===== config.mk =====
export PLATFORM = sky130hd
export DESIGN_NAME = au9_uart_top
export DESIGN_NICKNAME = d
export VERILOG_FILES = /design/src/verilog/au9_uart_top.v /design/src/verilog/au9_baud_gen.v /design/src/verilog/au9_tx_shift.v
export VERILOG_INCLUDE_DIRS = /design/src /design/src/common
export SDC_FILE = /design/constraint.sdc
export NUM_CORES = 1
export LEC_CHECK = 0
export ABC_AREA = 1
export BUFFER_PORTS_ARGS = -buffer_cell sky130_fd_sc_hd__buf_4
export CAP_MARGIN = 20
export CORE_UTILIZATION = 59
export DETAILED_ROUTE_END_ITERATION = 7
export PLACE_DENSITY = 0.91
export SYNTH_ARGS = -nofsm -noshare
export SYNTH_HDL_FRONTEND = slang
export SYNTH_SLANG_ARGS = --single-unit

===== constraint.sdc =====
create_clock -name ref_clk -period 2.3 [get_ports ref_clk]
set_input_delay 0.23 -clock ref_clk [delete_from_list [all_inputs] [get_ports ref_clk]]
set_output_delay 0.23 -clock ref_clk [all_outputs]
set_load 0.05 [all_outputs]

===== src/common/au9_consts.vh =====
// constants shared by the 9-bit asynchronous serial port files
// assumes: included by bare name from the top and transmit shifter design files
`ifndef AU9_CONSTS_VH
`define AU9_CONSTS_VH

// register byte addresses on the wishbone bus
`define AU9_ADR_TX_STATUS 6'h00
`define AU9_ADR_RX_STATUS 6'h04
`define AU9_ADR_BAUD_CTRL 6'h08
`define AU9_ADR_DIV_LOW 6'h0c
`define AU9_ADR_DIV_HIGH 6'h10
`define AU9_ADR_TX_DATA 6'h14
`define AU9_ADR_RX_DATA 6'h18
`define AU9_ADR_INT_MAIN 6'h1c
`define AU9_ADR_PER_ENA 6'h20
`define AU9_ADR_PER_FLAG 6'h24

// tx_status_control fields
`define AU9_BIT_NINE_TX 6
`define AU9_BIT_TX_ENABLE 5
`define AU9_BIT_SYNC_MODE 4
`define AU9_BIT_HIGH_SPEED 2
`define AU9_BIT_SHIFT_EMPTY 1
`define AU9_BIT_TX_NINTH 0

// rx_status_control fields
`define AU9_BIT_PORT_ENABLE 7
`define AU9_BIT_NINE_RX 6
`define AU9_BIT_CONT_RX 4
`define AU9_BIT_ADDR_DETECT 3
`define AU9_BIT_FRAME_ERR 2
`define AU9_BIT_OVERRUN 1
`define AU9_BIT_RX_NINTH 0

// baud_control fields
`define AU9_BIT_RX_IDLE 6
`define AU9_BIT_TX_INVERT 4
`define AU9_BIT_WIDE_DIV 3

// interrupt enable and flag fields
`define AU9_BIT_GLOBAL_IRQ 7
`define AU9_BIT_PERIPH_IRQ 6
`define AU9_BIT_RX_IRQ 5
`define AU9_BIT_TX_IRQ 4

// oversampling and framing counts
`define AU9_OVS_LAST 4'hf
`define AU9_VOTE_FIRST 4'h7
`define AU9_VOTE_LAST 4'h9
`define AU9_BITS_EIGHT 4'h8
`define AU9_BITS_NINE 4'h9
`define AU9_TX_FRAME_EIGHT 4'h9
`define AU9_TX_FRAME_NINE 4'ha
`define AU9_FIFO_EMPTY 2'h0
`define AU9_FIFO_FULL 2'h2
`define AU9_ZERO_BYTE 8'h00
`define AU9_ZERO_PAD 24'h000000

`endif


===== src/verilog/au9_uart_top.v =====
// asynchronous serial port with 9-bit characters, wishbone register slave
// assumes: classic wishbone master, receive_pin asynchronous to ref_clk
//
// Overview of operation
// - nine-bit select shifts nine data bits out, stored ninth bit as msb
// - data write moves all nine bits toward the shift register at once
// - transmit enable with async mode and port enable sets buffer empty
// - transmit irq raised when its enable, peripheral and global enables set
// - loading data while the transmitter is enabled starts a character
// - a set ninth bit marks the byte as an address
// - receive input sampled at sixteen times baud, one shift per bit
// - complete character goes straight into a two-entry fifo
// - receiver runs only with continuous receive, async mode, port enable
// - start edge checked at half bit; high level aborts silently
// - each later bit taken one bit time on by majority vote
// - stop sample low sets framing status, high clears it
// - after stop the character is pushed; data read pops the oldest
// - data available follows fifo occupancy while enabled, not writable
// - receive irq needs all three enables; flag ignores enables
// - framing status stored per entry, oldest entry shown
// - framing error keeps receiving; status advances with each read
// - port disable resets and clears framing; receive disable keeps it
// - framing error alone raises no interrupt
// - after overrun no further characters are accepted until cleared
// - lsb first, low start bit, high stop bit, idle high
// - buffer empty set while enabled and holding register empty, read only
// - overrun on third character with two unread; cleared by disables
`timescale 1ns/1ps
`default_nettype none
`include "au9_consts.vh"
module au9_uart_top (
    // clock and reset
    input wire ref_clk,
    input wire reset_n,
    // wishbone slave
    input wire wb_cyc_i,
    input wire wb_stb_i,
    input wire wb_we_i,
    input wire [5:0] wb_adr_i,
    input wire [3:0] wb_sel_i,
    input wire [31:0] wb_dat_i,
    output reg [31:0] wb_dat_o,
    output reg wb_ack_o,
    // serial pins
    input wire receive_pin,
    output reg tx_pin,
    output reg tx_pin_oe_n,
    // interrupt request
    output reg irq_request
);
    localparam ST_IDLE = 2'b00;
    localparam ST_START = 2'b01;
    localparam ST_DATA = 2'b10;
    localparam ST_STOP = 2'b11;

    // control bits
    reg nine_bit_tx_select;
    reg transmitter_enable;
    reg sync_mode;
    reg high_speed_baud;
    reg tx_ninth_bit;
    reg serial_port_enable;
    reg nine_bit_rx_select;
    reg continuous_rx_enable;
    reg address_detect_enable;
    reg tx_invert_select;
    reg wide_divisor_select;
    reg global_irq_enable;
    reg peripheral_irq_enable;
    reg rx_irq_enable;
    reg tx_irq_enable;
    reg [7:0] divisor_low;
    reg [7:0] divisor_high;
    reg [8:0] tx_data_holding;
    reg hold_full;
    reg overrun_error_flag;

    // receive fifo
    reg [9:0] fifo_mem [0:1];
    reg fifo_wr;
    reg fifo_rd;
    reg [1:0] fifo_cnt;

    // receiver
    reg rx_s1;
    reg rx_s2;
    reg rx_s3;
    reg rx_level;
    reg rx_level_d;
    reg [1:0] rx_state;
    reg [3:0] ovs_cnt;
    reg [2:0] votes;
    reg [3:0] bits_got;
    reg rx_nine;
    reg [8:0] rx_shift_reg;

    // bus and status wiring
    reg [7:0] rd_byte;
    wire tick16;
    wire tsr_busy;
    wire tsr_line;
    wire [15:0] divisor;
    wire wb_req;
    wire wr_lane;
    wire rd_pop;
    wire tx_active;
    wire rx_active;
    wire tsr_load;
    wire tx_buffer_empty_flag;
    wire rx_data_avail_flag;
    wire [9:0] fifo_top;
    wire framing_error_flag;
    wire rx_ninth_bit;
    wire falling;
    wire vote_now;
    wire eval_now;
    wire stop_done;
    wire [9:0] rx_word;
    wire accept;
    wire do_push;
    wire do_pop;
    wire overrun_set;

    // three-sample majority
    function majority3;
        input [2:0] v;
        begin
            majority3 = (v[0] & v[1]) | (v[0] & v[2]) | (v[1] & v[2]);
        end
    endfunction

    // bus request decode
    assign wb_req = wb_cyc_i & wb_stb_i & ~wb_ack_o;
    assign wr_lane = wb_req & wb_we_i & wb_sel_i[0];
    assign rd_pop = wb_req & ~wb_we_i & (wb_adr_i == `AU9_ADR_RX_DATA);

    // enable qualification
    assign tx_active = transmitter_enable & ~sync_mode & serial_port_enable;
    assign rx_active = continuous_rx_enable & ~sync_mode & serial_port_enable;
    assign tsr_load = tx_active & hold_full & ~tsr_busy;
    assign tx_buffer_empty_flag = tx_active & ~hold_full;
    assign rx_data_avail_flag = rx_active & (fifo_cnt != `AU9_FIFO_EMPTY);

    assign fifo_top = fifo_mem[fifo_rd];
    assign framing_error_flag = (fifo_cnt != `AU9_FIFO_EMPTY) & fifo_top[9];
    assign rx_ninth_bit = (fifo_cnt != `AU9_FIFO_EMPTY) & fifo_top[8];

    assign divisor = wide_divisor_select ? {divisor_high, divisor_low}
                                         : {`AU9_ZERO_BYTE, divisor_low};

    // oversampling tick
    au9_baud_gen u_baud (
        .ref_clk(ref_clk),
        .reset_n(reset_n),
        .run(serial_port_enable),
        .divisor(divisor),
        .tick(tick16)
    );

    // transmit shifter
    au9_tx_shift u_tx (
        .ref_clk(ref_clk),
        .reset_n(reset_n),
        .active(tx_active),
        .tick(tick16),
        .nine_bit(nine_bit_tx_select),
        .load(tsr_load),
        .load_data(tx_data_holding),
        .busy(tsr_busy),
        .line(tsr_line)
    );

    // register read mux
    always @* begin
        rd_byte = `AU9_ZERO_BYTE;
        case (wb_adr_i)
            `AU9_ADR_TX_STATUS: begin
                rd_byte[`AU9_BIT_NINE_TX] = nine_bit_tx_select;
                rd_byte[`AU9_BIT_TX_ENABLE] = transmitter_enable;
                rd_byte[`AU9_BIT_SYNC_MODE] = sync_mode;
                rd_byte[`AU9_BIT_HIGH_SPEED] = high_speed_baud;
                rd_byte[`AU9_BIT_SHIFT_EMPTY] = ~tsr_busy;
                rd_byte[`AU9_BIT_TX_NINTH] = tx_ninth_bit;
            end
            `AU9_ADR_RX_STATUS: begin
                rd_byte[`AU9_BIT_PORT_ENABLE] = serial_port_enable;
                rd_byte[`AU9_BIT_NINE_RX] = nine_bit_rx_select;
                rd_byte[`AU9_BIT_CONT_RX] = continuous_rx_enable;
                rd_byte[`AU9_BIT_ADDR_DETECT] = address_detect_enable;
                rd_byte[`AU9_BIT_FRAME_ERR] = framing_error_flag;
                rd_byte[`AU9_BIT_OVERRUN] = overrun_error_flag;
                rd_byte[`AU9_BIT_RX_NINTH] = rx_ninth_bit;
            end
            `AU9_ADR_BAUD_CTRL: begin
                rd_byte[`AU9_BIT_RX_IDLE] = (rx_state == ST_IDLE);
                rd_byte[`AU9_BIT_TX_INVERT] = tx_invert_select;
                rd_byte[`AU9_BIT_WIDE_DIV] = wide_divisor_select;
            end
            `AU9_ADR_DIV_LOW: rd_byte = divisor_low;
            `AU9_ADR_DIV_HIGH: rd_byte = divisor_high;
            `AU9_ADR_TX_DATA: rd_byte = tx_data_holding[7:0];
            `AU9_ADR_RX_DATA: rd_byte = fifo_top[7:0];
            `AU9_ADR_INT_MAIN: begin
                rd_byte[`AU9_BIT_GLOBAL_IRQ] = global_irq_enable;
                rd_byte[`AU9_BIT_PERIPH_IRQ] = peripheral_irq_enable;
            end
            `AU9_ADR_PER_ENA: begin
                rd_byte[`AU9_BIT_RX_IRQ] = rx_irq_enable;
                rd_byte[`AU9_BIT_TX_IRQ] = tx_irq_enable;
            end
            `AU9_ADR_PER_FLAG: begin
                rd_byte[`AU9_BIT_RX_IRQ] = rx_data_avail_flag;
                rd_byte[`AU9_BIT_TX_IRQ] = tx_buffer_empty_flag;
            end
            default: rd_byte = `AU9_ZERO_BYTE;
        endcase
    end

    // wishbone answer: ack one cycle after the request, unmapped reads zero
    always @(posedge ref_clk or negedge reset_n) begin
        if (!reset_n) begin
            wb_ack_o <= 1'b0;
            wb_dat_o <= 32'h00000000;
        end else begin
            wb_ack_o <= wb_req;
            if (wb_req && !wb_we_i) begin
                wb_dat_o <= {`AU9_ZERO_PAD, rd_byte};
            end
        end
    end

    // software-written control bits; flags are not writable
    always @(posedge ref_clk or negedge reset_n) begin
        if (!reset_n) begin
            nine_bit_tx_select <= 1'b0;
            transmitter_enable <= 1'b0;
            sync_mode <= 1'b0;
            high_speed_baud <= 1'b0;
            tx_ninth_bit <= 1'b0;
            serial_port_enable <= 1'b0;
            nine_bit_rx_select <= 1'b0;
            continuous_rx_enable <= 1'b0;
            address_detect_enable <= 1'b0;
            tx_invert_select <= 1'b0;
            wide_divisor_select <= 1'b0;
            global_irq_enable <= 1'b0;
            peripheral_irq_enable <= 1'b0;
            rx_irq_enable <= 1'b0;
            tx_irq_enable <= 1'b0;
            divisor_low <= `AU9_ZERO_BYTE;
            divisor_high <= `AU9_ZERO_BYTE;
        end else if (wr_lane) begin
            case (wb_adr_i)
                `AU9_ADR_TX_STATUS: begin
                    nine_bit_tx_select <= wb_dat_i[`AU9_BIT_NINE_TX];
                    transmitter_enable <= wb_dat_i[`AU9_BIT_TX_ENABLE];
                    sync_mode <= wb_dat_i[`AU9_BIT_SYNC_MODE];
                    high_speed_baud <= wb_dat_i[`AU9_BIT_HIGH_SPEED];
                    tx_ninth_bit <= wb_dat_i[`AU9_BIT_TX_NINTH];
                end
                `AU9_ADR_RX_STATUS: begin
                    serial_port_enable <= wb_dat_i[`AU9_BIT_PORT_ENABLE];
                    nine_bit_rx_select <= wb_dat_i[`AU9_BIT_NINE_RX];
                    continuous_rx_enable <= wb_dat_i[`AU9_BIT_CONT_RX];
                    address_detect_enable <= wb_dat_i[`AU9_BIT_ADDR_DETECT];
                end
                `AU9_ADR_BAUD_CTRL: begin
                    tx_invert_select <= wb_dat_i[`AU9_BIT_TX_INVERT];
                    wide_divisor_select <= wb_dat_i[`AU9_BIT_WIDE_DIV];
                end
                `AU9_ADR_DIV_LOW: divisor_low <= wb_dat_i[7:0];
                `AU9_ADR_DIV_HIGH: divisor_high <= wb_dat_i[7:0];
                `AU9_ADR_INT_MAIN: begin
                    global_irq_enable <= wb_dat_i[`AU9_BIT_GLOBAL_IRQ];
                    peripheral_irq_enable <= wb_dat_i[`AU9_BIT_PERIPH_IRQ];
                end
                `AU9_ADR_PER_ENA: begin
                    rx_irq_enable <= wb_dat_i[`AU9_BIT_RX_IRQ];
                    tx_irq_enable <= wb_dat_i[`AU9_BIT_TX_IRQ];
                end
                default: begin
                end
            endcase
        end
    end

    // transmit holding register; a write while loading still wins
    always @(posedge ref_clk or negedge reset_n) begin
        if (!reset_n) begin
            tx_data_holding <= 9'h000;
            hold_full <= 1'b0;
        end else if (wr_lane && wb_adr_i == `AU9_ADR_TX_DATA) begin
            tx_data_holding <= {tx_ninth_bit, wb_dat_i[7:0]};
            hold_full <= 1'b1;
        end else if (!serial_port_enable || tsr_load) begin
            hold_full <= 1'b0;
        end
    end

    // pin drive and interrupt request, all registered
    always @(posedge ref_clk or negedge reset_n) begin
        if (!reset_n) begin
            tx_pin <= 1'b1;
            tx_pin_oe_n <= 1'b1;
            irq_request <= 1'b0;
        end else begin
            tx_pin <= serial_port_enable ? (tsr_line ^ tx_invert_select) : 1'b1;
            tx_pin_oe_n <= ~serial_port_enable;
            irq_request <= global_irq_enable & peripheral_irq_enable &
                           ((tx_irq_enable & tx_buffer_empty_flag) |
                            (rx_irq_enable & rx_data_avail_flag));
        end
    end

    // three-stage input synchroniser with agreement filter
    always @(posedge ref_clk or negedge reset_n) begin
        if (!reset_n) begin
            rx_s1 <= 1'b1;
            rx_s2 <= 1'b1;
            rx_s3 <= 1'b1;
            rx_level <= 1'b1;
            rx_level_d <= 1'b1;
        end else begin
            rx_s1 <= receive_pin;
            rx_s2 <= rx_s1;
            rx_s3 <= rx_s2;
            if (rx_s2 == rx_s3) begin
                rx_level <= rx_s3;
            end
            rx_level_d <= rx_level;
        end
    end

    // receiver timing terms
    assign falling = rx_level_d & ~rx_level;
    assign eval_now = tick16 & (ovs_cnt == `AU9_VOTE_LAST);
    assign vote_now = majority3({votes[1:0], rx_level});
    assign stop_done = rx_active & (rx_state == ST_STOP) & eval_now;
    assign rx_word = {~vote_now,
                      (rx_nine ? rx_shift_reg : {1'b0, rx_shift_reg[8:1]})};
    assign accept = ~address_detect_enable | (rx_nine & rx_shift_reg[8]);
    assign do_push = stop_done & accept & ~overrun_error_flag &
                     ((fifo_cnt != `AU9_FIFO_FULL) | rd_pop);
    assign overrun_set = stop_done & accept & ~overrun_error_flag &
                         (fifo_cnt == `AU9_FIFO_FULL) & ~rd_pop;
    assign do_pop = rd_pop & (fifo_cnt != `AU9_FIFO_EMPTY);

    // receive bit recovery state machine
    always @(posedge ref_clk or negedge reset_n) begin
        if (!reset_n) begin
            rx_state <= ST_IDLE;
            ovs_cnt <= 4'h0;
            votes <= 3'h0;
            bits_got <= 4'h0;
            rx_nine <= 1'b0;
            rx_shift_reg <= 9'h000;
        end else if (!rx_active) begin
            rx_state <= ST_IDLE;
            ovs_cnt <= 4'h0;
        end else begin
            if (tick16 && rx_state != ST_IDLE) begin
                ovs_cnt <= ovs_cnt + 4'h1;
                if (ovs_cnt >= `AU9_VOTE_FIRST && ovs_cnt <= `AU9_VOTE_LAST) begin
                    votes <= {votes[1:0], rx_level};
                end
            end
            case (rx_state)
                ST_IDLE: begin
                    if (falling) begin
                        rx_state <= ST_START;
                        ovs_cnt <= 4'h0;
                        bits_got <= 4'h0;
                        rx_nine <= nine_bit_rx_select;
                    end
                end
                ST_START: begin
                    if (eval_now) begin
                        rx_state <= vote_now ? ST_IDLE : ST_DATA;
                    end
                end
                ST_DATA: begin
                    if (eval_now) begin
                        rx_shift_reg <= {vote_now, rx_shift_reg[8:1]};
                        bits_got <= bits_got + 4'h1;
                        if (bits_got + 4'h1 ==
                            (rx_nine ? `AU9_BITS_NINE : `AU9_BITS_EIGHT)) begin
                            rx_state <= ST_STOP;
                        end
                    end
                end
                ST_STOP: begin
                    if (eval_now) begin
                        rx_state <= ST_IDLE;
                    end
                end
                default: rx_state <= ST_IDLE;
            endcase
        end
    end

    // fifo storage with per-entry framing status
    always @(posedge ref_clk) begin
        if (do_push) begin
            fifo_mem[fifo_wr] <= rx_word;
        end
    end

    // fifo pointers; port disable empties it
    always @(posedge ref_clk or negedge reset_n) begin
        if (!reset_n) begin
            fifo_wr <= 1'b0;
            fifo_rd <= 1'b0;
            fifo_cnt <= `AU9_FIFO_EMPTY;
        end else if (!serial_port_enable) begin
            fifo_wr <= 1'b0;
            fifo_rd <= 1'b0;
            fifo_cnt <= `AU9_FIFO_EMPTY;
        end else begin
            if (do_push) begin
                fifo_wr <= ~fifo_wr;
            end
            if (do_pop) begin
                fifo_rd <= ~fifo_rd;
            end
            if (do_push && !do_pop) begin
                fifo_cnt <= fifo_cnt + 2'h1;
            end else if (do_pop && !do_push) begin
                fifo_cnt <= fifo_cnt - 2'h1;
            end
        end
    end

    // overrun flag: set wins over the clear
    always @(posedge ref_clk or negedge reset_n) begin
        if (!reset_n) begin
            overrun_error_flag <= 1'b0;
        end else begin
            if (!serial_port_enable || !continuous_rx_enable) begin
                overrun_error_flag <= 1'b0;
            end
            if (overrun_set) begin
                overrun_error_flag <= 1'b1;
            end
        end
    end
endmodule
`default_nettype wire


===== src/verilog/au9_baud_gen.v =====
// oversampling tick generator: one tick every divisor+1 clocks
// assumes: divisor held stable by software while the port runs
`timescale 1ns/1ps
`default_nettype none
module au9_baud_gen (
    // clock and reset
    input wire ref_clk,
    input wire reset_n,
    // control
    input wire run,
    input wire [15:0] divisor,
    // sixteen-times baud tick
    output reg tick
);
    reg [15:0] count;

    // down-free up counter, restarts when stopped
    always @(posedge ref_clk or negedge reset_n) begin
        if (!reset_n) begin
            count <= 16'h0000;
            tick <= 1'b0;
        end else if (!run) begin
            count <= 16'h0000;
            tick <= 1'b0;
        end else if (count >= divisor) begin
            count <= 16'h0000;
            tick <= 1'b1;
        end else begin
            count <= count + 16'h0001;
            tick <= 1'b0;
        end
    end
endmodule
`default_nettype wire


===== src/verilog/au9_tx_shift.v =====
// transmit shift register: start bit, 8 or 9 data bits lsb first, stop bit
// assumes: tick is the sixteen-times oversampling tick, load only when not busy
`timescale 1ns/1ps
`default_nettype none
`include "au9_consts.vh"
module au9_tx_shift (
    // clock and reset
    input wire ref_clk,
    input wire reset_n,
    // control
    input wire active,
    input wire tick,
    input wire nine_bit,
    // character load
    input wire load,
    input wire [8:0] load_data,
    // status and line
    output reg busy,
    output reg line
);
    reg [9:0] tx_shift_reg;
    reg [3:0] bits_left;
    reg [3:0] ovs_cnt;

    // frame sequencer, aborted when the transmitter is off
    always @(posedge ref_clk or negedge reset_n) begin
        if (!reset_n) begin
            tx_shift_reg <= 10'h3ff;
            bits_left <= 4'h0;
            ovs_cnt <= 4'h0;
            busy <= 1'b0;
            line <= 1'b1;
        end else if (!active) begin
            busy <= 1'b0;
            line <= 1'b1;
        end else if (load) begin
            tx_shift_reg <= {1'b1, (nine_bit ? load_data[8] : 1'b1), load_data[7:0]};
            bits_left <= nine_bit ? `AU9_TX_FRAME_NINE : `AU9_TX_FRAME_EIGHT;
            ovs_cnt <= 4'h0;
            busy <= 1'b1;
            line <= 1'b0;
        end else if (busy && tick) begin
            ovs_cnt <= ovs_cnt + 4'h1;
            if (ovs_cnt == `AU9_OVS_LAST) begin
                if (bits_left == 4'h0) begin
                    busy <= 1'b0;
                end else begin
                    line <= tx_shift_reg[0];
                    tx_shift_reg <= {1'b1, tx_shift_reg[9:1]};
                    bits_left <= bits_left - 4'h1;
                end
            end
        end
    end
endmodule
`default_nettype wire


## Yosys cells after proc, flatten, opt, wreduce, memory -nomap -nowiden

Memory sizes are Yosys's and may differ from the RTL's.
Cells that the tools add are included.
Widths: inputs -> output; s select.

| storage, ports and cells | value |
|---|---|
| register bits | 122 |
| output and inout bits | 36 |
| word-level logic and storage cells | 247 |
| input bits | 48 |
| memory bits (writable) | 20 |
| memories | 1 |

Memories:

| name | depth | bits a word | read ports | clocked after memory_dff | write ports | line | source |
|---|---|---|---|---|---|---|---|
| fifo_mem | 2 | 10 | 1 | 0 | 1 | au9_uart_top.v:79 | `reg [9:0] fifo_mem [0:1];` |

| cells by class | value |
|---|---|
| add/subtract/negate cells | 7 |
| $lt $le $gt $ge | 3 |
| mux-type cells | 64 |
| equal/unequal tests | 33 |
| reductions and logical operators | 40 |
| bitwise operators | 53 |

Operator list:

| cell | count |
|---|---|
| $mux 16 | 3 |
| $mux 4 | 12 |
| $mux 10 | 4 |
| $and 1x1->1 | 34 |
| $mux 1 | 25 |
| $eq 6x5->1 const B | 4 |
| $mux 2 | 11 |
| $ne 3x3->1 const B | 6 |
| $pmux 3 s6 | 1 |
| $add 16x1->16 const B | 1 |
| $ge 16x16->1 | 1 |
| $reduce_and 2->1 | 8 |
| $reduce_and 3->1 | 5 |
| $reduce_bool 2->1 | 7 |
| $not 1->1 | 13 |
| $add 4x1->4 const B | 3 |
| $eq 6x4->1 const B | 2 |
| $eq 6x6->1 const B | 2 |
| $ne 3x1->1 const B | 4 |
| $pmux 1 s6 | 2 |
| $mux 9 | 1 |
| $pmux 1 s9 | 1 |
| $eq 4x4->1 const B | 2 |
| $ne 2x2->1 const B | 4 |
| 25 further kinds | 44 |

## Longest topological paths before layout

Gate-level depths: netlist of the first run.

| depth | value |
|---|---|
| depth after elaboration | 13 |
| mapped depth | 12 |
| depth with buffers taken out | 12 |

## Modules after synthesis

From an unflattened synthesis of the first run, not the netlist that was laid out.

| second synthesis, totals | value |
|---|---|
| cell total of the unflattened synthesis | 915 |
| area total of the unflattened synthesis | 7642.3 um2 |

By module, submodules not included:

| module | seq. area each (um2) | instances | cells an instance | area an instance (um2) |
|---|---|---|---|---|
| au9_uart_top | 2736.4 | 1 | 604 | 5291.3 |
| au9_baud_gen | 425.4 | 1 | 162 | 1276.2 |
| au9_tx_shift | 488.0 | 1 | 149 | 1074.8 |

## Worst setup path after synthesis of the first run

Ideal clock, no wire load.

| timing | value |
|---|---|
| path type | register to register |
| from | reg wb_ack_o |
| to | mem fifo_mem[0][0], enable pin |
| arrival time | 1.712 ns |
| required time | 1.924 ns |
| buffers on the path | 0 |
| setup slack | 0.212 ns |
| stages on the path, launching flop included | 6 |
| library setup time | 0.376 ns |
| clock period less this slack | 2.088 ns |
| cell sequence | dfrtp_1 nor2_1 nand2_1 o21ai_4 nand2_1 nor2_1 |

| on the way | value |
|---|---|
| cells in the longest elaborated chain, start to end | 8 |

RTL lines:

| what | line | source |
|---|---|---|
| start, declared | au9_uart_top.v:43 | `output reg wb_ack_o,` |
| start signal, assigned | au9_uart_top.v:225 | `wb_ack_o <= wb_req;` |
| $not 1->1 | au9_uart_top.v:133 | `assign wb_req = wb_cyc_i & wb_stb_i & ~wb_ack_o;` |
| $and 1x1->1 | au9_uart_top.v:133 |  |
| via wb_req | au9_uart_top.v:103 | `wire wb_req;` |
| $and 1x1->1 (2 in a row) | au9_uart_top.v:135 | `` assign rd_pop = wb_req & ~wb_we_i & (wb_adr_i == `AU9_ADR_RX_DATA); `` |
| $or 1x1->1 | au9_uart_top.v:343 | `` ((fifo_cnt != `AU9_FIFO_FULL) \| rd_pop); `` |
| $and 1x1->1 | au9_uart_top.v:342 | `assign do_push = stop_done & accept & ~overrun_error_flag &` |
| $mux 1 | au9_uart_top.v:403 | `if (do_push) begin` |
| $mux 1 (implied by the code) | au9_uart_top.v:404 | `fifo_mem[fifo_wr] <= rx_word;` |
| end, declared | au9_uart_top.v:79 |  |

The timed path passes the listed nets, and every way through them passes these cells.

## Worst setup path after layout of the first run

| timing | value |
|---|---|
| from | reg wide_divisor_select |
| to | reg u_baud.tick |

| on the way | value |
|---|---|
| cells in the longest elaborated chain, start to end | 4 |

RTL lines:

| what | line | source |
|---|---|---|
| start, declared | au9_uart_top.v:67 | `reg wide_divisor_select;` |
| start signal, assigned | au9_uart_top.v:269 | `` wide_divisor_select <= wb_dat_i[`AU9_BIT_WIDE_DIV]; `` |
| $mux 16 | au9_uart_top.v:148 | `assign divisor = wide_divisor_select ? {divisor_high, divisor_low}` |
| $ge 16x16->1 | au9_baud_gen.v:25 | `end else if (count >= divisor) begin` |
| $mux 1 | au9_baud_gen.v:25 |  |
| $mux 1 | au9_baud_gen.v:22 | `end else if (!run) begin` |
| end signal, assigned | au9_baud_gen.v:21 | `tick <= 1'b0;` |
| end signal, assigned | au9_baud_gen.v:24 | `tick <= 1'b0;` |
| end signal, assigned | au9_baud_gen.v:27 | `tick <= 1'b1;` |
| end, declared | au9_baud_gen.v:13 | `output reg tick` |

Every way passes these cells.
A chain may end at the register's enable or synchronous reset.

==> run_results.csv, run 1 <==
group,metric,value,unit
layout,fillers,909,
die,num_io_pins,84,
placement,dp_hpwl,12000,um
synthesis,synth_cells,884,
detailed_routing,drcViolationCount,0,
global_routing,grt_use_total,29.2,%
critical_path,cp_cell_sequence,"nand2_1 > ha_1 > nand2_1 > nor4_1 > nand2_1 > nand3_2 > nand2_1 > inv_1",
run,cap_violations,0,
layout,largest_registers,"fifo_mem x20, u_baud.count x16",
detailed_routing,num_vias,6240,
clock_network,cts_setup_buffers,0,
sta,setup_viol,0,
die,die_w,114,um
critical_path,critical_path_peak_fanout,17,
synthesis,async_flop_share,85.8,%
global_routing,grt_max_degree,52,
synthesis,synth.top_cell.area_share,35.2,%
synthesis,netlist_top_cells_count,"250 x nand2_1, 104 x dfrtp_1, 83 x nor2_1",
global_routing,first_global_vias,6039,
clock_network,path_clk_slew,0.06,ns
sta,drv_slew,0,
layout,final_core_util,68.6,%
pwr,ir_worst_vdd,541,uV
pwr,power_density,679,mW/mm^2
critical_path,timing.rr.end,"u_baud.tick$_DFF_PN0_",
pwr,combPwrFrac,7.4,%
detailed_routing,wirelength,17300,um
sta,fin_crit_sh,91.5,%
layout,largest_reg_flops,20,
layout,finalNetCount,1000,
sta,timing.final.hold_violations,0,
critical_path,cpMostUsedCell,"nand2_1",
sta,clock.fmax,475,MHz
sta,tns,0,ns
sta,worst_slew_pin_slew,0.698,ns
sta,rsz0062_at_grt,"no",
pwr,p_seq_share,46.2,%
die,rows,40,
global_routing,grt.overflow.total,0,
detailed_routing,drt-vias-per-instance,5.62,
hold_path,min_to,"wb_ack_o$_DFF_PN0_",
layout,multiInputGateArea,0.00322,mm^2
clock_network,numClockSinks,141,
synthesis,synth_cell_types,47,
detailed_routing,drtIter0Drc,632,
critical_path,arrival,2.46,ns
clock_network,cts_root_buffer,"clkbuf_16",
critical_path,crit_required,2.66,ns
pwr,p_leak,0.00378,uW
pwr,cell_internal_pwr,4220,uW
hold_path,min_path_cells,3,
run_status,status,"finished clean",
critical_path,crit_path_end_kind,"flip-flop",
synthesis,synth_area_leaders,"dfrtp_1 35%, nand2_1 13%, edfxtp_1 8.1%",
global_routing,antenna_found_initial,0,
detailed_routing,drt_pass1_iterations,6,
synthesis,synth_seq_area_share,49.4,%
critical_path,crit_path_start_kind,"flip-flop",
critical_path,worstRegToRegCells,8,
synthesis,synth_top_cell_by_area,"dfrtp_1",
die,start_util,61.0,%
die,core_area,0.0121,mm^2
sta,post-route-min-period,2.10,ns
clock_network,clock_latency,0.43,ns
clock_network,htree_levels,4,
clock_network,cts_tree,"done",
synthesis,ys_seq_elements,141,
global_routing,grt_pass1_wl,28800,um
placement,numPortBuffers,32,
placement,gp_congestion,0.981,
sta,max-slew-margin-rel,53.4,%
layout,diodes,0,
synthesis,avgSynthCellArea,8.36,um^2
layout,regArea,0.00365,mm^2
pwr,p_switching,1430,uW
clock_network,clock_path_buffers,2,
synthesis,synth_most_common_cell,"nand2_1",
detailed_routing,wl_per_cell,15.6,um
critical_path,reg2reg_slack,0.20,ns
detailed_routing,antenna_left,0,
hold_path,hold_path.startpoint,"wb_stb_i",
synthesis,synth_area,0.00739,mm^2
sta,hold_ws,0.0482,ns
die,die_h,114,um
critical_path,crit_type,"flip-flop to flip-flop",
layout,area_growth,12.5,%
clock_network,cts_made_buffers,17,
hold_path,worstHoldPathType,"input pin to flip-flop",
pwr,switching_share,25.3,%
pwr,clockPowerShare,46.4,%
sta,fin_worst_skew,0.00782,ns
synthesis,synth_edf_count,20,
critical_path,r2r_start,"wide_divisor_select$_DFFE_PN0P_",
critical_path,cp_slowest_cell,"dfrtp_1",
layout,drive_gt1_share,13.7,%
synthesis,yosys_warnings,0,
synthesis,ys.flop_type,"dfrtp_1",
die,die_area,0.0130,mm^2
layout,largest_register,"fifo_mem",
critical_path,slowest_delay,0.54,ns
-- worst max-delay path, delay by kind of cell, from the launching register on --
kind                       cells  cell delay [ns]
adders and majority gates      1             0.32
buffers and inverters          1             0.08
and+or+nand+nor                6             1.10
DFF                            1             0.54
-- cells by family (layout without fill, tap and decap cells) --
| family | Yosys count | after routing | share of synthesized area [%] |
|---|---|---|---|
| mux | 1 | 1 | 0.152 |
| other cells | 1 | 24 | 0.0507 |
| buf+inv | 126 | 161 | 8.26 |
| simple gates | 431 | 431 | 26.3 |
| fa+ha+maj | 24 | 24 | 4.03 |
| xor+xnor | 6 | 6 | 0.711 |
| compound gates | 154 | 154 | 11.1 |
| flops | 141 | 141 | 49.4 |
-- power by group through the flow --
stage | logic, uW | clock network, uW | registers, uW
global route | 449 | 2750 | 2610
CTS | 415 | 2640 | 2610
finish | 416 | 2620 | 2610
floorplan | 228 | 0 | 2700
detailed placement | 409 | 0 | 2650
global placement | 402 | 0 | 2650
-- through the flow --
step | worst slack, ns | instance area (um^2) | total power [uW] | instances
after floorplan | 0.212 | 7480 | 2930 | 907
after global placement | 0.367 | 7720 | 3050 | 1076
after detailed placement | 0.308 | 7720 | 3060 | 1076
after CTS | 0.235 | 8310 | 5670 | 1110
after global routing | 0.0672 | 8310 | 5810 | 1110
final | 0.196 | 8310 | 5650 | 1110
-- worst max path at each step --
| stage | endpoint | startpoint | slack, ns |
|---|---|---|---|
| 3_5_place_dp | u_baud.count[9]$_DFF_PN0_ | wide_divisor_select$_DFFE_PN0P_ | 0.31 |
| 4_1_cts | u_baud.tick$_DFF_PN0_ | wide_divisor_select$_DFFE_PN0P_ | 0.23 |
| 3_3_place_gp | u_baud.count[9]$_DFF_PN0_ | wide_divisor_select$_DFFE_PN0P_ | 0.37 |
| 2_1_floorplan | fifo_mem[0][0]$_DFFE_PP_ | wb_ack_o$_DFF_PN0_ | 0.21 |
| 5_1_grt | u_baud.tick$_DFF_PN0_ | wide_divisor_select$_DFFE_PN0P_ | 0.07 |
| 6_report | u_baud.tick$_DFF_PN0_ | wide_divisor_select$_DFFE_PN0P_ | 0.20 |
-- area by class of cell --
cell class | instances | area share, %
clock buffers | 20 | 5.49
clock inverters | 12 | 1.34
inverters | 85 | 3.87
multi-input cells | 640 | 38.7
flip-flops and latches | 141 | 43.9
well taps | 168 | 2.53
repair buffers | 44 | 4.18
-- repair_timing --
action / CTS / global route
endpoints found under the hold margin: 42 / 0
resized for setup: 0 / 0
hold buffers: 2 / 0
-- routing by layer --
layer  routed length (um)  global-route usage, %  vias to the layer above
met4                  713                   15.2                        0
li1                     -                      -                     2925
met2                 8420                   48.3                      310
met1                 6870                   35.2                     2937
met5                    0                      0                        -
met3                 1280                   7.81                       68
-- layout by cell type, fill, tap and decap left out, types with 3 or more instances in the layout --
master / count
inv_6: 3
or2_2: 3
xnor2_1: 3
nand2_1: 250
dfrtp_1: 104
buf_4: 41
ha_1: 23
o21ai_1: 25
inv_2: 4
nand2_4: 3
xor2_1: 3
o21ai_0: 76
clkbuf_16: 17
nor2_1: 83
o22ai_1: 4
nand2_2: 4
nor2_2: 6
dfstp_2: 17
nor2_4: 8
nand3_1: 38
nand3_2: 6
edfxtp_1: 20
nor3_1: 9
inv_1: 80
a21oi_1: 37
clkinvlp_4: 4
nand4_1: 12
conb_1: 24
No activity file was read; power rests on OpenSTA's default activity.
==> run 2, diff against run 1 <==
- clock period: 2.3 -> 2 ns (I/O delays scaled with it)
==> run 2 against run 1 <==
Net effect: clock power rose by 25%; combinational power increased by 17%; die area stayed put; cell area is 1.4% higher; register-to-register slack worse by 0.099 ns; sequential share of layout area fell by 0.60 points; via count up 1.2%; first-iteration DRC count down 4.4%; sequential power increased by 15%; cell count increased by 0.45%; core utilization up 0.97 points; largest power group unchanged.
==> run_results.csv, run 2 (synthesis results as in run 1) <==
group,metric,value,unit
layout,largest_register,"fifo_mem",
detailed_routing,drtIter0Drc,604,
clock_network,cts_made_buffers,17,
clock_network,cts_setup_buffers,0,
detailed_routing,drcViolationCount,0,
clock_network,htree_levels,4,
clock_network,clock_path_buffers,2,
critical_path,critical_path_peak_fanout,10,
clock_network,cts_tree,"done",
clock_network,clock_latency,0.44,ns
sta,fin_worst_skew,0.00669,ns
detailed_routing,antenna_left,0,
die,die_area,0.0130,mm^2
pwr,power_density,803,mW/mm^2
sta,max-slew-margin-rel,61.6,%
sta,fin_ws,0.0975,ns
die,core_area,0.0121,mm^2
die,die_w,114,um
critical_path,crit_path_start_kind,"flip-flop",
critical_path,crit_path_end_kind,"flip-flop",
critical_path,arrival,2.22,ns
run,cap_violations,0,
critical_path,crit_type,"flip-flop to flip-flop",
detailed_routing,wl_per_cell,16.3,um
placement,dp_hpwl,12100,um
layout,multiInputGateArea,0.00325,mm^2
detailed_routing,drt-vias-per-instance,5.66,
sta,timing.final.hold_violations,0,
pwr,p_leak,0.00383,uW
global_routing,grt_pass1_wl,29000,um
die,num_io_pins,84,
layout,area_growth,14.1,%
placement,placed_area,0.00776,mm^2
clock_network,cts_root_buffer,"clkbuf_16",
detailed_routing,drt_pass1_iterations,6,
sta,tns,0,ns
layout,largest_registers,"fifo_mem x20, u_baud.count x16",
pwr,ir_worst_vdd,797,uV
sta,fin_crit_sh,95.1,%
hold_path,worstHoldPathType,"input pin to flip-flop",
layout,final_core_util,69.6,%
pwr,power,6770,uW
layout,design_area,0.00843,mm^2
global_routing,grt_use_total,29.7,%
die,rows,40,
run_status,status,"finished clean",
sta,clock.fmax,526,MHz
layout,final_common_cell,"nand2_1",
placement,gp_congestion,0.951,
clock_network,path_clk_slew,0.06,ns
global_routing,grt_max_degree,56,
global_routing,antenna_found_initial,1,
global_routing,grt.overflow.total,0,
detailed_routing,num_vias,6315,
layout,regArea,0.00365,mm^2
die,die_h,114,um
critical_path,crit_required,2.32,ns
sta,drv_slew,0,
die,start_util,61.0,%
detailed_routing,wirelength,18100,um
sta,worst_slew_pin_slew,0.570,ns
layout,drive_gt1_share,14.9,%
layout,largest_reg_flops,20,
placement,pre_cts_slack,-0.00986,ns
sta,rsz0062_at_grt,"yes",
sta,post-route-min-period,1.90,ns
placement,numPortBuffers,32,
layout,fillers,879,
layout,finalNetCount,1005,
sta,setup_viol,0,
layout,diodes,0,
layout,layout_common_cells,"250 x nand2_1, 103 x dfrtp_1, 81 x nor2_1, 80 x inv_1, 75 x o21ai_0",
clock_network,numClockSinks,141,
global_routing,first_global_vias,5945,
[run 2: power by group]
part | internal (uW) | leakage, uW | switching, uW
Sequential | 2960 | 0.00184 | 46.1
Clock | 1980 | 0.000295 | 1300
Combinational | 113 | 0.00170 | 374
Total | 5050 | 0.00383 | 1720
[run 2: critical path, cell delays in order, from the launching register on]
cell and delay [ns]:
dfrtp_2 0.46, nand2_1 0.09, ha_1 0.32, nand2_1 0.10
nor4_2 0.32, nand2_1 0.19, nand3_2 0.23, nor2_1 0.06
[run 2: routing by layer]
layer  global-route usage [%]  vias up  part of all wire (%)
met1                     36.0     2935                    38
li1                         -     2962                     -
met4                     18.2        0                   4.7
met3                     6.91       89                   7.9
met5                        0        -                     0
met2                     48.5      329                    49
[run 2: area by class of cell]
type,count,share of cell area (%)
sequential,141,43.3
multi-input combinational,641,38.5
clock buffer,17,5.05
timing repair buffer,48,4.57
inverter,85,3.81
tap,168,2.49
clock inverter,15,2.24
[run 2: worst paths after layout]
| check | start | endpoint | slack, ns | cells after the start |
|---|---|---|---|---|
| worst min-delay path | wb_stb_i | wb_ack_o$_DFF_PN0_ | 0.03 | 3 |
| worst max register to register | wide_divisor_select$_DFFE_PN0P_ | u_baud.count[0]$_DFF_PN0_ | 0.1 | 7 |
| worst min register to register | rx_s1$_DFF_PN1_ | rx_s2$_DFF_PN1_ | 0.36 | 0 |
| max in group asynchronous | reset_n | tx_pin_oe_n$_DFF_PN1_ | 1.14 | 3 |
| min in group asynchronous | reset_n | u_tx.bits_left[2]$_DFFE_PN0P_ | 0.21 | 2 |
| worst max-delay path | wide_divisor_select$_DFFE_PN0P_ | u_baud.count[0]$_DFF_PN0_ | 0.1 | 7 |
[run 2: repair_timing]
item                                   in CTS  in global routing
gates resized for setup                     1                  7
setup endpoints to repair                  14                 37
hold buffers                                2                  0
endpoints found under the hold margin      23                  0
gates cloned                                0                  1
[run 2: stage by stage]
step	cells	hold WS, ns
2_1_floorplan	907	-0.0956
4_1_cts	1114	0.0145
6_report	1115	0.0265
5_1_grt	1115	0.0353
3_3_place_gp	1080	0.124
3_5_place_dp	1080	0.127
==> run 3, diff against run 2 <==
- CELL_PAD_IN_SITES_DETAIL_PLACEMENT: default -> 1
- CELL_PAD_IN_SITES_GLOBAL_PLACEMENT: default -> 1
- CORE_UTILIZATION: 59 -> 44
==> run 3 against run 2 <==
Net effect: total power shrank 2.6%; global-route usage decreased by 4.5 points; critical endpoint is now fifo_mem[1][4]$_DFFE_PP_; die area up 33%; non-clock buffer count rose by 2; flip-flop and latch count unchanged; highest routed layer unchanged; wire length rose by 14%.
==> run_results.csv, run 3 (synthesis results as in run 1) <==
group,metric,value,unit
critical_path,timing.rr.end,"fifo_mem[1][4]$_DFFE_PP_",
detailed_routing,drtIter0Drc,357,
global_routing,grt_use_total,25.3,%
layout,final_cells,1168,
detailed_routing,drt-vias-per-instance,5.30,
hold_path,hold_path.startpoint,"wb_stb_i",
layout,area_growth,14.9,%
placement,pre_cts_slack,0.0981,ns
clock_network,path_clk_slew,0.07,ns
clock_network,clock_path_buffers,2,
global_routing,grt_use_met1,29.5,%
layout,finalNetCount,1006,
sta,fin_crit_sh,92.0,%
global_routing,grt.overflow.total,0,
placement,dpl.cell_count,1134,
critical_path,worstRegToRegCells,9,
placement,dp_hpwl,14700,um
sta,fin_ws,0.160,ns
global_routing,gr-usage-met2,43.9,%
global_routing,first_global_vias,6556,
die,num_io_pins,84,
global_routing,grtUsageMet3,5.25,%
sta,setup_viol,0,
sta,timing.final.hold_violations,0,
critical_path,r2r_start,"ovs_cnt[1]$_DFF_PN0_",
critical_path,critPathBufInv,2,
clock_network,cts_setup_buffers,0,
critical_path,crit_family,"simple AND/OR/NAND/NOR gates",
critical_path,slowest_delay,0.41,ns
detailed_routing,drcViolationCount,0,
sta,drv_slew,0,
clock_network,cts_root_buffer,"clkbuf_16",
die,die_w,132,um
layout,drive_gt1_share,15.1,%
layout,final_common_cell,"nand2_1",
sta,max-slew-margin-rel,61.1,%
die,die_area,0.0173,mm^2
layout,largest_registers,"fifo_mem x20, u_baud.count x16",
clock_network,numClockSinks,141,
hold_path,min_to,"wb_ack_o$_DFF_PN0_",
run,cap_violations,0,
placement,gp_congestion,0.876,
placement,numPortBuffers,32,
pwr,p_leak,0.00384,uW
critical_path,reg2reg_slack,0.16,ns
detailed_routing,drt_pass1_iterations,5,
clock_network,htree_levels,4,
die,rows,47,
detailed_routing,antenna_left,0,
critical_path,arrival,2.00,ns
sta,rsz0062_at_grt,"no",
critical_path,crit_type,"flip-flop to flip-flop",
layout,diodes,0,
critical_path,cp_cell_sequence,"inv_1 > ha_1 > nand2_1 > nor2_2 > nand2_2 > nor2_4 > nand2_2 > nor2_4 > buf_12",
detailed_routing,wirelength,20600,um
detailed_routing,num_vias,6189,
sta,worst_slew_pin_slew,0.583,ns
clock_network,cts_made_buffers,17,
die,start_util,44.9,%
layout,layout_common_cells,"249 x nand2_1, 103 x dfrtp_1, 81 x nor2_1, 80 x inv_1, 76 x o21ai_0",
die,core_area,0.0165,mm^2
sta,tns,0,ns
critical_path,crit_path_end_kind,"flip-flop",
sta,fin_worst_skew,0.00969,ns
sta,post-route-min-period,1.84,ns
critical_path,crit_path_start_kind,"flip-flop",
run_status,status,"finished clean",
clock_network,cts_tree,"done",
die,die_h,132,um
global_routing,grt_pass1_wl,33600,um
critical_path,crit_required,2.16,ns
sta,clock.fmax,543,MHz
global_routing,grt_max_degree,40,
critical_path,critical_path_peak_fanout,11,
layout,final_core_util,51.6,%
global_routing,antenna_found_initial,0,
critical_path,cp_slowest_cell,"dfrtp_1",
pwr,power_density,777,mW/mm^2
clock_network,clock_latency,0.44,ns
global_routing,busiest_layer,"met2",
layout,largest_reg_flops,20,
layout,largest_register,"fifo_mem",
hold_path,min_path_cells,3,
pwr,power,6600,uW
pwr,ir_worst_vdd,651,uV
detailed_routing,wl_per_cell,17.7,um
hold_path,worstHoldPathType,"input pin to flip-flop",
## run 3: cell types whose count changed in the layout (fill, tap and decap cells not counted), moves of 2 or more
| cell | before | now |
|---|---|---|
| buf_12 | 1 | 4 |
| bufinv_16 | 3 | 0 |
| inv_8 | 2 | 5 |
| inv_6 | 2 | 4 |
## run 3: routing by layer
metal | up-vias | part of all wire, %
met4 | 0 | 3.6
met1 | 3096 | 41
met2 | 115 | 52
met3 | 47 | 3.3
li1 | 2931 | -
met5 | - | 0
## run 3: through the flow
step                area [um^2]  hold slack, ns
floorplan                  7480         -0.0956
global placement           7880          0.0934
detailed placement         7880          0.0939
CTS                        8470         0.00471
global route               8490          0.0344
finish                     8490          0.0159
## run 3: cell type report
cell class | count | area [um^2]
clock buffer | 17 | 425
clock inverter | 15 | 146
fill | 1977 | 7980
inverter | 85 | 322
multi-input combinational | 640 | 3230
sequential | 141 | 3650
tap | 220 | 275
timing repair buffer | 50 | 434
## run 3: where the power goes
group          internal (uW)  switching (uW)  leakage (uW)  total, uW
Clock                   1650            1450      0.000281       3110
Sequential              2950            39.8       0.00184       2990
Combinational            119             378       0.00172        497
Total                   4730            1870       0.00384       6600
## run 3: worst max path at each step
stage | start | end | slack, ns | cells past startpoint
2_1_floorplan | wb_ack_o$_DFF_PN0_ | fifo_mem[1][0]$_DFFE_PP_ | 0.06 | 5
4_1_cts | wide_divisor_select$_DFFE_PN0P_ | u_baud.tick$_DFF_PN0_ | 0.05 | 9
6_report | ovs_cnt[1]$_DFF_PN0_ | fifo_mem[1][4]$_DFFE_PP_ | 0.16 | 9
5_1_grt | serial_port_enable$_DFFE_PN0P_ | u_tx.bits_left[0]$_DFFE_PN0P_ | 0.004 | 7
3_5_place_dp | wide_divisor_select$_DFFE_PN0P_ | u_baud.count[3]$_DFF_PN0_ | 0.1 | 8
3_3_place_gp | wide_divisor_select$_DFFE_PN0P_ | u_baud.count[13]$_DFF_PN0_ | 0.13 | 8
## run 3: timing repair
action | CTS | global route
endpoints found under the hold margin | 85 | 0
endpoints found under the setup margin | 0 | 38
gates resized for setup | 0 | 6
hold buffers | 2 | 0
## run 3: worst register-to-register path, delay by kind of cell, from the launching register on
family | cells | cell delay, ns
simple gates | 6 | 0.76
flops | 1 | 0.41
buf+inv | 2 | 0.24
fa+ha+maj | 1 | 0.16
